===== src/fspsc_regs.svh =====
// Constants for the flash self-program section control block
`ifndef FSPSC_REGS_SVH
`define FSPSC_REGS_SVH

// ----------------------------------------------------------------
// Register bus offsets
// ----------------------------------------------------------------
`define FSPSC_ADDR_CTRL     4'h0
`define FSPSC_ADDR_STATUS   4'h1
`define FSPSC_ADDR_LOCK     4'h2
`define FSPSC_ADDR_IRQ_STAT 4'h3
`define FSPSC_ADDR_IRQ_MASK 4'h4
`define FSPSC_ADDR_FUSE     4'h5

// ----------------------------------------------------------------
// Field positions
// ----------------------------------------------------------------
`define FSPSC_CTRL_BUSY_CLR 0
`define FSPSC_ST_BUSY       0
`define FSPSC_ST_HALT       1
`define FSPSC_ST_ACTIVE     2
`define FSPSC_IRQ_DONE      0
`define FSPSC_IRQ_REJECT    1
`define FSPSC_IRQ_W         2

// ----------------------------------------------------------------
// Reset values
// ----------------------------------------------------------------
`define FSPSC_LOCK_RESET    4'hF
`define FSPSC_LOCK_ERASED   4'hF

// ----------------------------------------------------------------
// Boot part size
// ----------------------------------------------------------------
`define FSPSC_BOOT_MIN_WORDS 13'h0100

// ----------------------------------------------------------------
// Lock pair codes, 0 is programmed
// ----------------------------------------------------------------
`define FSPSC_LOCK_FREE     2'h3
`define FSPSC_LOCK_NOWR     2'h2
`define FSPSC_LOCK_ALL      2'h0
`define FSPSC_LOCK_NORD     2'h1

`endif


===== src/fspsc_pkg.sv =====
// Types for the flash self-program section control block
package fspsc_pkg;

	typedef enum logic [2:0] {
		FSPSC_IDLE = 3'h1,
		FSPSC_PROG = 3'h2,
		FSPSC_DONE = 3'h4
	} fspsc_state_t;

	typedef struct packed {
		logic write_blocked;
		logic read_blocked;
	} fspsc_prot_t;

endpackage : fspsc_pkg


===== src/fspsc_ctrl.sv =====
// Flash self-program section control: section split, locks, READ_WHILE_WRITE_REGION handling
`timescale 1ns/100ps
`default_nettype none
`include "fspsc_regs.svh"

module fspsc_ctrl
	import fspsc_pkg::*;
#(
	parameter int ADDR_W     = 13,
	parameter int FUSE_W     = 2,
	parameter int PAGE_W     = 6,
	parameter logic [ADDR_W-1:0] NO_READ_WHILE_WRITE_REGION_START = 13'h1800
) (
	// Clock and reset
	input  wire logic              core_clk,
	input  wire logic              rst,
	// Fuses and external programming
	input  wire logic [FUSE_W-1:0] boot_size_fuses,
	input  wire logic              chip_erase,
	input  wire logic              ext_lock_wr,
	input  wire logic [3:0]        ext_lock_data,
	// CPU store request
	input  wire logic              store_program_memory_instr,
	input  wire logic              store_is_lock_write,
	input  wire logic [ADDR_W-1:0] fetch_addr,
	input  wire logic [ADDR_W-1:0] z_addr,
	input  wire logic [3:0]        store_lock_data,
	// Flash array engine
	output logic                   flash_start,
	output logic [ADDR_W-PAGE_W-1:0] flash_page,
	input  wire logic              flash_done,
	// CPU control
	output logic                   cpu_halt,
	output logic                   rww_read_block,
	// Read protection check
	input  wire logic              lpm_req,
	input  wire logic [ADDR_W-1:0] lpm_addr,
	output logic                   lpm_denied,
	// Register bus
	input  wire logic [3:0]        reg_addr,
	input  wire logic [7:0]        reg_wdata,
	input  wire logic              reg_wr,
	input  wire logic              reg_rd,
	output logic [7:0]             reg_rdata,
	// Interrupt
	output logic                   irq
);

	// ----------------------------------------------------------------
	// Section decode
	// ----------------------------------------------------------------
	logic [ADDR_W-1:0] boot_start;
	logic [ADDR_W-1:0] boot_words;

	// Boot part grows down from the top in steps set by fuses
	always_comb begin
		boot_words = ADDR_W'(`FSPSC_BOOT_MIN_WORDS) << (~boot_size_fuses);
		boot_start = ADDR_W'(ADDR_W'(0) - boot_words);
		if (boot_start < NO_READ_WHILE_WRITE_REGION_START) begin
			boot_start = NO_READ_WHILE_WRITE_REGION_START;
		end
	end

	function automatic logic in_boot(input logic [ADDR_W-1:0] a,
	                                 input logic [ADDR_W-1:0] bs);
		in_boot = (a >= bs);
	endfunction : in_boot

	function automatic fspsc_prot_t lock_decode(input logic [1:0] pair);
		fspsc_prot_t p;
		p = '0;
		case (pair)
			`FSPSC_LOCK_FREE: p = '0;
			`FSPSC_LOCK_NOWR: p.write_blocked = 1'b1;
			`FSPSC_LOCK_ALL:  p = '{write_blocked: 1'b1, read_blocked: 1'b1};
			`FSPSC_LOCK_NORD: p.read_blocked = 1'b1;
			default:          p = '0;
		endcase
		lock_decode = p;
	endfunction : lock_decode

	// ----------------------------------------------------------------
	// Lock bits: [1:0] application pair, [3:2] boot pair
	// ----------------------------------------------------------------
	logic [3:0]  lock_ff;
	fspsc_prot_t app_prot;
	fspsc_prot_t boot_prot;

	// Writes can only program bits (1 to 0); erase restores all ones
	always_ff @(posedge core_clk or posedge rst) begin
		if (rst) begin
			lock_ff <= `FSPSC_LOCK_RESET;
		end else if (chip_erase) begin
			lock_ff <= `FSPSC_LOCK_ERASED;
		end else if (ext_lock_wr) begin
			lock_ff <= lock_ff & ext_lock_data;
		end else if (store_program_memory_instr && store_is_lock_write
		             && in_boot(fetch_addr, boot_start)) begin
			lock_ff <= lock_ff & store_lock_data;
		end
	end

	assign app_prot  = lock_decode(lock_ff[1:0]);
	assign boot_prot = lock_decode(lock_ff[3:2]);

	// Cross-region table reads, plain fetches unaffected by pages
	always_comb begin
		lpm_denied = 1'b0;
		if (lpm_req) begin
			if (in_boot(fetch_addr, boot_start) && !in_boot(lpm_addr, boot_start)) begin
				lpm_denied = app_prot.read_blocked;
			end else if (!in_boot(fetch_addr, boot_start) && in_boot(lpm_addr, boot_start)) begin
				lpm_denied = boot_prot.read_blocked;
			end
		end
	end

	// ----------------------------------------------------------------
	// Programming sequence
	// ----------------------------------------------------------------
	fspsc_state_t state_ff;
	logic         tgt_no_read_while_write_region_ff;
	logic         busy_ff;
	logic         req;
	logic         accept;
	logic         tgt_locked;
	logic         tgt_no_read_while_write_region;
	logic         busy_clr;

	assign req        = store_program_memory_instr && !store_is_lock_write;
	assign tgt_no_read_while_write_region   = (z_addr >= NO_READ_WHILE_WRITE_REGION_START);
	assign tgt_locked = in_boot(z_addr, boot_start) ? boot_prot.write_blocked
	                                                : app_prot.write_blocked;
	// Only boot-part code starts anything; target may be any page
	assign accept = req && (state_ff == FSPSC_IDLE) && in_boot(fetch_addr, boot_start)
	                && !tgt_locked;
	assign busy_clr = reg_wr && (reg_addr == `FSPSC_ADDR_CTRL)
	                  && reg_wdata[`FSPSC_CTRL_BUSY_CLR];

	always_ff @(posedge core_clk or posedge rst) begin
		if (rst) begin
			state_ff <= FSPSC_IDLE;
		end else begin
			case (state_ff)
				FSPSC_IDLE: if (accept) state_ff <= FSPSC_PROG;
				FSPSC_PROG: if (flash_done) state_ff <= FSPSC_DONE;
				FSPSC_DONE: state_ff <= FSPSC_IDLE;
				default:    state_ff <= FSPSC_IDLE;
			endcase
		end
	end

	always_ff @(posedge core_clk or posedge rst) begin
		if (rst) begin
			tgt_no_read_while_write_region_ff <= 1'b0;
			flash_page  <= '0;
		end else if (accept) begin
			tgt_no_read_while_write_region_ff <= tgt_no_read_while_write_region;
			flash_page  <= z_addr[ADDR_W-1:PAGE_W];
		end
	end

	always_ff @(posedge core_clk or posedge rst) begin
		if (rst) begin
			flash_start <= 1'b0;
		end else begin
			flash_start <= accept;
		end
	end

	// Busy: set on READ_WHILE_WRITE_REGION start, held until software clears after done
	always_ff @(posedge core_clk or posedge rst) begin
		if (rst) begin
			busy_ff <= 1'b0;
		end else if (accept && !tgt_no_read_while_write_region) begin
			busy_ff <= 1'b1;
		end else if (busy_clr && state_ff == FSPSC_IDLE) begin
			busy_ff <= 1'b0;
		end
	end

	// Halt only for NO_READ_WHILE_WRITE_REGION targets; READ_WHILE_WRITE_REGION targets keep CPU running
	assign cpu_halt       = (state_ff == FSPSC_PROG) && tgt_no_read_while_write_region_ff;
	assign rww_read_block = busy_ff || cpu_halt;

	// ----------------------------------------------------------------
	// Interrupts
	// ----------------------------------------------------------------
	logic [`FSPSC_IRQ_W-1:0] irq_stat_ff;
	logic [`FSPSC_IRQ_W-1:0] irq_mask_ff;
	logic [`FSPSC_IRQ_W-1:0] irq_evt;

	assign irq_evt[`FSPSC_IRQ_DONE]   = (state_ff == FSPSC_DONE);
	assign irq_evt[`FSPSC_IRQ_REJECT] = req && !accept;

	// Set wins over write-one-to-clear
	always_ff @(posedge core_clk or posedge rst) begin
		if (rst) begin
			irq_stat_ff <= '0;
		end else if (reg_wr && reg_addr == `FSPSC_ADDR_IRQ_STAT) begin
			irq_stat_ff <= (irq_stat_ff & ~reg_wdata[`FSPSC_IRQ_W-1:0]) | irq_evt;
		end else begin
			irq_stat_ff <= irq_stat_ff | irq_evt;
		end
	end

	always_ff @(posedge core_clk or posedge rst) begin
		if (rst) begin
			irq_mask_ff <= '0;
		end else if (reg_wr && reg_addr == `FSPSC_ADDR_IRQ_MASK) begin
			irq_mask_ff <= reg_wdata[`FSPSC_IRQ_W-1:0];
		end
	end

	assign irq = |(irq_stat_ff & irq_mask_ff);

	// ----------------------------------------------------------------
	// Register read
	// ----------------------------------------------------------------
	always_ff @(posedge core_clk or posedge rst) begin
		if (rst) begin
			reg_rdata <= '0;
		end else if (reg_rd) begin
			case (reg_addr)
				`FSPSC_ADDR_STATUS:   reg_rdata <= {5'h00, (state_ff != FSPSC_IDLE),
				                                    cpu_halt, rww_read_block};
				`FSPSC_ADDR_LOCK:     reg_rdata <= {4'h0, lock_ff};
				`FSPSC_ADDR_IRQ_STAT: reg_rdata <= {6'h00, irq_stat_ff};
				`FSPSC_ADDR_IRQ_MASK: reg_rdata <= {6'h00, irq_mask_ff};
				`FSPSC_ADDR_FUSE:     reg_rdata <= 8'(boot_size_fuses);
				default:              reg_rdata <= 8'h00;
			endcase
		end else begin
			reg_rdata <= 8'h00;
		end
	end

	// ----------------------------------------------------------------
	// Assertions
	// ----------------------------------------------------------------
	a_app_store_ignored: assert property (@(posedge core_clk) disable iff (rst)
		(req && !in_boot(fetch_addr, boot_start)) |=> !flash_start)
		else $error("store from application part started programming");

	a_start_from_boot: assert property (@(posedge core_clk) disable iff (rst)
		flash_start |-> $past(in_boot(fetch_addr, boot_start)))
		else $error("programming started outside boot part");

	a_boot_in_no_read_while_write_region: assert property (@(posedge core_clk) disable iff (rst)
		boot_start >= NO_READ_WHILE_WRITE_REGION_START)
		else $error("boot part reaches into READ_WHILE_WRITE_REGION region");

	a_rww_no_halt: assert property (@(posedge core_clk) disable iff (rst)
		(state_ff == FSPSC_PROG && !tgt_no_read_while_write_region_ff) |-> (!cpu_halt && busy_ff))
		else $error("CPU halted for READ_WHILE_WRITE_REGION target");

	a_no_read_while_write_region_halts: assert property (@(posedge core_clk) disable iff (rst)
		(flash_start && tgt_no_read_while_write_region_ff) |-> cpu_halt)
		else $error("CPU not halted for NO_READ_WHILE_WRITE_REGION target");

	a_busy_reads_one: assert property (@(posedge core_clk) disable iff (rst)
		(reg_rd && reg_addr == `FSPSC_ADDR_STATUS && busy_ff) |=> reg_rdata[`FSPSC_ST_BUSY])
		else $error("busy bit not read as one");

	a_busy_set_start: assert property (@(posedge core_clk) disable iff (rst)
		(accept && !tgt_no_read_while_write_region) |=> busy_ff [*2])
		else $error("busy bit not set at READ_WHILE_WRITE_REGION start");

	a_lock_only_prog: assert property (@(posedge core_clk) disable iff (rst)
		(!chip_erase) |=> ((lock_ff & ~$past(lock_ff)) == 4'h0))
		else $error("lock bit unprogrammed without chip erase");

	a_locked_write: assert property (@(posedge core_clk) disable iff (rst)
		(req && in_boot(z_addr, boot_start) && lock_ff[3:2] == `FSPSC_LOCK_NOWR)
		|=> !flash_start)
		else $error("write to locked boot part started");

	a_boot_store_any: assert property (@(posedge core_clk) disable iff (rst)
		(req && state_ff == FSPSC_IDLE && in_boot(fetch_addr, boot_start)
		 && lock_ff == `FSPSC_LOCK_ERASED) |=> flash_start)
		else $error("free store from boot part not started");

	a_app_write_lock: assert property (@(posedge core_clk) disable iff (rst)
		(req && !in_boot(z_addr, boot_start) && !lock_ff[0]) |=> !flash_start)
		else $error("write to write-locked application part started");

	a_boot_write_lock: assert property (@(posedge core_clk) disable iff (rst)
		(req && in_boot(z_addr, boot_start) && !lock_ff[2]) |=> !flash_start)
		else $error("write to write-locked boot part started");

	a_app_read_lock: assert property (@(posedge core_clk) disable iff (rst)
		(lpm_req && in_boot(fetch_addr, boot_start) && !in_boot(lpm_addr, boot_start))
		|-> (lpm_denied == !lock_ff[1]))
		else $error("application read lock not applied");

	a_boot_read_lock: assert property (@(posedge core_clk) disable iff (rst)
		(lpm_req && !in_boot(fetch_addr, boot_start) && in_boot(lpm_addr, boot_start))
		|-> (lpm_denied == !lock_ff[3]))
		else $error("boot read lock not applied");

	a_same_part_read: assert property (@(posedge core_clk) disable iff (rst)
		(lpm_req && (in_boot(fetch_addr, boot_start) == in_boot(lpm_addr, boot_start)))
		|-> !lpm_denied)
		else $error("read inside one part was denied");

	a_page_from_z: assert property (@(posedge core_clk) disable iff (rst)
		flash_start |-> (flash_page == $past(z_addr[ADDR_W-1:PAGE_W])))
		else $error("page not taken from target address");

	a_region_from_z: assert property (@(posedge core_clk) disable iff (rst)
		flash_start |-> (tgt_no_read_while_write_region_ff == $past(z_addr >= NO_READ_WHILE_WRITE_REGION_START)))
		else $error("region not taken from target address");

	a_halt_whole_op: assert property (@(posedge core_clk) disable iff (rst)
		(state_ff == FSPSC_PROG && tgt_no_read_while_write_region_ff && !flash_done) |=> cpu_halt)
		else $error("CPU released before NO_READ_WHILE_WRITE_REGION operation ended");

	a_busy_held_prog: assert property (@(posedge core_clk) disable iff (rst)
		(busy_ff && state_ff != FSPSC_IDLE) |=> busy_ff)
		else $error("busy bit dropped while programming");

	a_erase_unlocks: assert property (@(posedge core_clk) disable iff (rst)
		chip_erase |=> (lock_ff == `FSPSC_LOCK_ERASED))
		else $error("chip erase did not unprogram lock bits");

	a_busy_clr_idle: assert property (@(posedge core_clk) disable iff (rst)
		(busy_clr && state_ff == FSPSC_IDLE && !accept) |=> !busy_ff)
		else $error("busy bit not cleared by software");

endmodule : fspsc_ctrl
`default_nettype wire


===== config.mk =====
export PLATFORM = sky130hd
export DESIGN_NAME = fspsc_ctrl
export DESIGN_NICKNAME = d
export VERILOG_FILES = /design/src/fspsc_pkg.sv /design/src/fspsc_ctrl.sv
export VERILOG_INCLUDE_DIRS = /design/src /design/src/src
export SDC_FILE = /design/constraint.sdc
export NUM_CORES = 1
export LEC_CHECK = 0
export ABC_AREA = 1
export BUFFER_PORTS_ARGS = -buffer_cell sky130_fd_sc_hd__buf_2
export CAP_MARGIN = 20
export CORE_ASPECT_RATIO = 0.75
export CORE_MARGIN = 8
export CORE_UTILIZATION = 50
export CTS_CLUSTER_SIZE = 24
export DETAILED_ROUTE_END_ITERATION = 12
export PLACE_DENSITY = 0.86
export SYNTH_ARGS = -nofsm -noshare
export SYNTH_HDL_FRONTEND = slang
export SYNTH_SLANG_ARGS = --single-unit
export TNS_END_PERCENT = 100

===== constraint.sdc =====
create_clock -name core_clk -period 6 [get_ports core_clk]
set_input_delay 0.9 -clock core_clk [delete_from_list [all_inputs] [get_ports core_clk]]
set_output_delay 0.9 -clock core_clk [all_outputs]
set_load 0.02 [all_outputs]

* After elaboration in Yosys (flattened, before gate mapping)
Index checks and enable logic that the tools add are counted.
Word-level totals: output and inout port bits 20, logic and storage cells 93, register bits after elaboration 29
Cells by class: order comparisons 5, bitwise logic cells 8, multiplexer cells 20, shift-type cells 1, reduce and logical (&&, ||, !) cells 34, add/subtract/negate cells 1, equal/unequal tests 15
Operators by type and width (count):
- 13-bit >= comparator | 3
- 4-bit one-hot mux with 5 select lines | 1
- 1-bit logical AND | 16
- 13-bit >= comparator, second input constant | 1
- 13-bit < comparator, second input constant | 1
- 13-bit two-way mux | 1
- 9-bit by 2-bit left shift with 13-bit output, first input constant | 1
- 1-bit by 13-bit subtractor with 13-bit output, first input constant | 1
- 4-bit two-way mux | 3
- 1-bit two-way mux | 10
- 2-bit OR reduction | 5
- 4-bit AND | 2
- 4-bit by 2-bit == test with 1-bit output, second input constant | 2
- 4-bit by 3-bit == test with 1-bit output, second input constant | 2
- 8-bit two-way mux | 1
- 1-bit logical NOT | 6
- 3-bit two-way mux | 2
- 3-bit one-hot mux with 2 select lines | 1
- 2-bit AND | 2
- 2-bit by 1-bit == test with 1-bit output, second input constant | 2
- 2-bit == test, second input constant | 2
- 4-bit by 1-bit == test with 1-bit output, second input constant | 1
- 2-bit logical NOT | 2
- 4-bit logical NOT | 1
- other kinds (12) | 15

* Longest topological paths before layout
depth in word-level cells 13, gate-level depth with buffers 18, depth with buffers taken out 17

* Least setup slack after synthesis
Ideal clock, no wire load.
path type in2out, from input boot_size_fuses[0], to output lpm_denied, setup slack 2602 ps, data required time 5100 ps, stages on the path 11, arrival 2498 ps, path through nand2_1 > ha_1 > nand2_1 > ha_1 > nand2_1 > nor2_2 > nand3b_1 > nand4_2 > o21ai_0 > nand2_1 > nor2_1
On the way: longest elaborated chain between the ends 11, elaborated cells between the ends (all ways) 14
Ends and longest elaborated chain:
- start: declaration | RTL line fspsc_ctrl.sv:18 | input wire logic [FUSE_W-1:0] boot_size_fuses,
- 2-bit NOT * | RTL line fspsc_ctrl.sv:57 | boot_words = ADDR_W'(`FSPSC_BOOT_MIN_WORDS) << (~boot_size_fuses);
- 9-bit by 2-bit left shift with 13-bit output * | RTL line fspsc_ctrl.sv:57
- 1-bit by 13-bit subtractor with 13-bit output * | RTL line fspsc_ctrl.sv:58 | boot_start = ADDR_W'(ADDR_W'(0) - boot_words);
- 13-bit < comparator | RTL line fspsc_ctrl.sv:59 | if (boot_start < NO_READ_WHILE_WRITE_REGION_START) begin
- 13-bit two-way mux * | RTL line fspsc_ctrl.sv:59
- 13-bit >= comparator | RTL line fspsc_ctrl.sv:66 | in_boot = (a >= bs);
- 1-bit logical NOT | RTL line fspsc_ctrl.sv:112 | end else if (!in_boot(fetch_addr, boot_start) && in_boot(lpm_addr, boot_start)) begin
- 1-bit logical AND | RTL line fspsc_ctrl.sv:112
- 1-bit two-way mux | RTL line fspsc_ctrl.sv:112
- 1-bit two-way mux * | RTL line fspsc_ctrl.sv:110 | if (in_boot(fetch_addr, boot_start) && !in_boot(lpm_addr, boot_start)) begin
- 1-bit two-way mux * | RTL line fspsc_ctrl.sv:109 | if (lpm_req) begin
- end: declaration | RTL line fspsc_ctrl.sv:38 | output logic lpm_denied,
Mark *: on every way between the ends. The rest lies on a longest branch, timed or not.

* Final worst setup path
from input boot_size_fuses[1], to output lpm_denied
The elaborated chain is that of the path after synthesis.

==> metrics.txt <==
status complete, no violations; Synth top cells by count 80 x nand2_1, 36 x nor2_1, 31 x inv_1; DR vias 1932; Max Used Layer met4; Avg Cell Area, Syn 7.112 um2; Most common cell on crit path nand2_1; number of distinct library cells after synthesis 29; Setup Viol. Count Final 0; initial cell density of the core 51.77%; cell row count 19; TritonCTS Buffers 3; most frequent cell after synthesis nand2_1; crit-path cells buf_2, nand2_1, ha_1, nand2_1, ha_1, nand2_1, nor2_2, nand3b_1, nand4_2, o21ai_0, nand2_1, nor2_1, buf_2; vias per cell 4.794; Post-Syn Area 0.001871 mm2; Hold Path Depth 2; minimum clock period 3704 ps; hold_sp flash_page[0]; dpl hpwl 4102 um; Max Root-Sink Buffers 2; Cells after Synth 263; ANT nets after route 0; Warnings, synthesis 0; max_cap viols 0; Relative slew margins 38.67%; Crit path arrival time 2800 ps; worst reg2reg path endpoint irq_stat_ff[1]; RSZ-0062 raised after global routing false; DR iter-0 viols 130; R2R cell count 5; drt total wl 4801 um; routed length per instance 11.91 um; Clock Latency Late Sink 270 ps; CP Data Required Time 5100 ps; maximum VDD drop 0.1354 mV; DRC 0; metal2 WL 2116 um; first-pass GRT wire length 7831 um; critical path endpoint category output port; fmax 270.0 MHz; ANT cells 0; Sw Ratio 38.49%; routability congestion estimate from global placement 0.8949; Fin Setup TNS 0 ps; Worst-path clk slew 80 ps; CTS root buf clkbuf_8; fin cells 403; io pins 91; switching power 0.2148 mW; die width 86.63 um; Port Buffers 80; initial antenna violation count 0; GRT overflow 0; Seq cells post-synth 25; metal1 wirelength 2074 um; DRT Pass-1 Iters 5; GRT Util Overall 16.20%; Crit path largest cell delay 310 ps; CTS Hold Bufs 0; CP startpoint boot_size_fuses[1]; share of the synthesized area in the top cell type 26.76%; core box area 0.003613 mm2; # Post-CTS Setup Buffers 0; EDFF count, synth 0; largest net degree at the start of global routing 26; Inst Count DP 399; vias in the first global route 1826; Worst Path Max Fanout 5; Die H 68.97 um; Tightest Pin Transition 918.9 ps; RR Startpoint state_ff[0]; share of layout cells above drive strength 1 30.48%; Flop pwr share 42.6%; Post-Route Skew 1.612 ps; PD cells 235.8 mW/mm2; Leakage 1.365 nW; TritonCTS clock tree yes; met3 WL 568 um; die area 0.005975 mm2; Area Growth Syn to Fin 26.49%; CTS H-Tree Depth 1; combinational power share 39.9%; Hold WC Path Type reg -> reg; fin crit share 61.74%; reg2reg setup slack 4290 ps; clock share of power 17.4%; Post-synth ARST share 100.0%; Pint 0.3432 mW; final hold violation count 0; Endpoint, Worst Hold flash_page[0]; slowest stage cell, crit path ha_1; Final Max Tran Viols 0; post-synth top area cell dfrtp_1; Layout Nets 439; Primary FF master, synth dfrtp_1; register area share after synthesis 33.78%; CTS sink cnt 25; Resized Gates After CTS 0; crit path launch type primary input; Setup Crit Path Kind in -> out; top post-synthesis cells by area dfrtp_1 27%, nand2_1 16%, ha_1 11%, nor2_1 7.2%, dfstp_2 7.0%
[layer usage]
metal / track usage [%] / up-vias
met5: 0 / -
met3: 5.917 / 6
met1: 20.13 / 839
li1: - / 1010
met2: 26.88 / 77
met4: 2.991 / 0
[area by class of cell]
class	count	area, um2
flip-flops and latches	25	631.9
repair buffers	80	400.4
clock buffers	3	41.29
inverters	31	116.4
multi-input cells	211	1106
clock inverters	1	5.005
well taps	52	65.06
fillers	337	1247
[worst max-delay path, delay by kind of cell]
family,cells,cell delay [ps]
compound gates,1,200
fa+ha+maj,2,610
buf+inv,2,290
simple gates,8,790
[cells in the final DEF, fill, tap and decap left out, drive strengths merged]
cell     n
o41ai    1
dfstp    5
nor2    40
nand3   12
dfrtp   20
nor3b    1
a41oi    1
o21a     1
a22oi    2
clkinv   1
and2     1
a31oi    1
nand3b   3
conb    10
a22o     1
ha      16
inv     31
o31ai    5
or2      2
nor3     2
o21ai    8
clkbuf   3
a21oi    9
buf     80
nand2   90
nand4    5
[worst max-delay path by stage]
stage | endpoint | slack (ps) | cells past startpoint
2_1_floorplan | lpm_denied | 2600 | 11
3_3_place_gp | lpm_denied | 2280 | 13
3_5_place_dp | lpm_denied | 2270 | 13
4_1_cts | lpm_denied | 2260 | 13
5_1_grt | lpm_denied | 2100 | 13
6_report | lpm_denied | 2300 | 13
[registers in the layout, summed over array words and instances (netlist names), 2 cells and up]
name         cells
irq_mask_ff      2
irq_stat_ff      2
state_ff         3
flash_page       7
reg_rdata        4
lock_ff          4
[per-stage QoR]
| step | hold slack (ps) | worst slack [ps] | util (%) | area, um2 | total power, mW |
|---|---|---|---|---|---|
| final | 471.3 | 2296 | 65.48 | 2366 | 0.5580 |
| after global routing | 484.2 | 2100 | 65.48 | 2366 | 0.5987 |
| after CTS | 476.5 | 2259 | 65.48 | 2366 | 0.5624 |
| after detailed placement | 455.7 | 2267 | 64.20 | 2320 | 0.4645 |
| after global placement | 449.6 | 2284 | 64.20 | 2320 | 0.4554 |
| after floorplan | 435.3 | 2602 | - | 1904 | 0.3843 |
[power by group through the flow]
stage	Sequential [mW]	Clock [mW]	Combinational, mW
final	0.238	0.0971	0.223
after floorplan	0.266	0	0.118
after detailed placement	0.240	0	0.224
after global placement	0.239	0	0.217
after CTS	0.238	0.100	0.225
after global routing	0.243	0.106	0.250
[cell families after synthesis]
group / share of synthesized area (%)
adder cells (fa/ha/maj): 10.70
AND/OR/NAND/NOR: 36.92
flip-flops: 33.78
AO/OA/AOI/OAI: 9.499
other: 0.2005
buffers and inverters: 8.896
(Power assumes the default switching activity.)
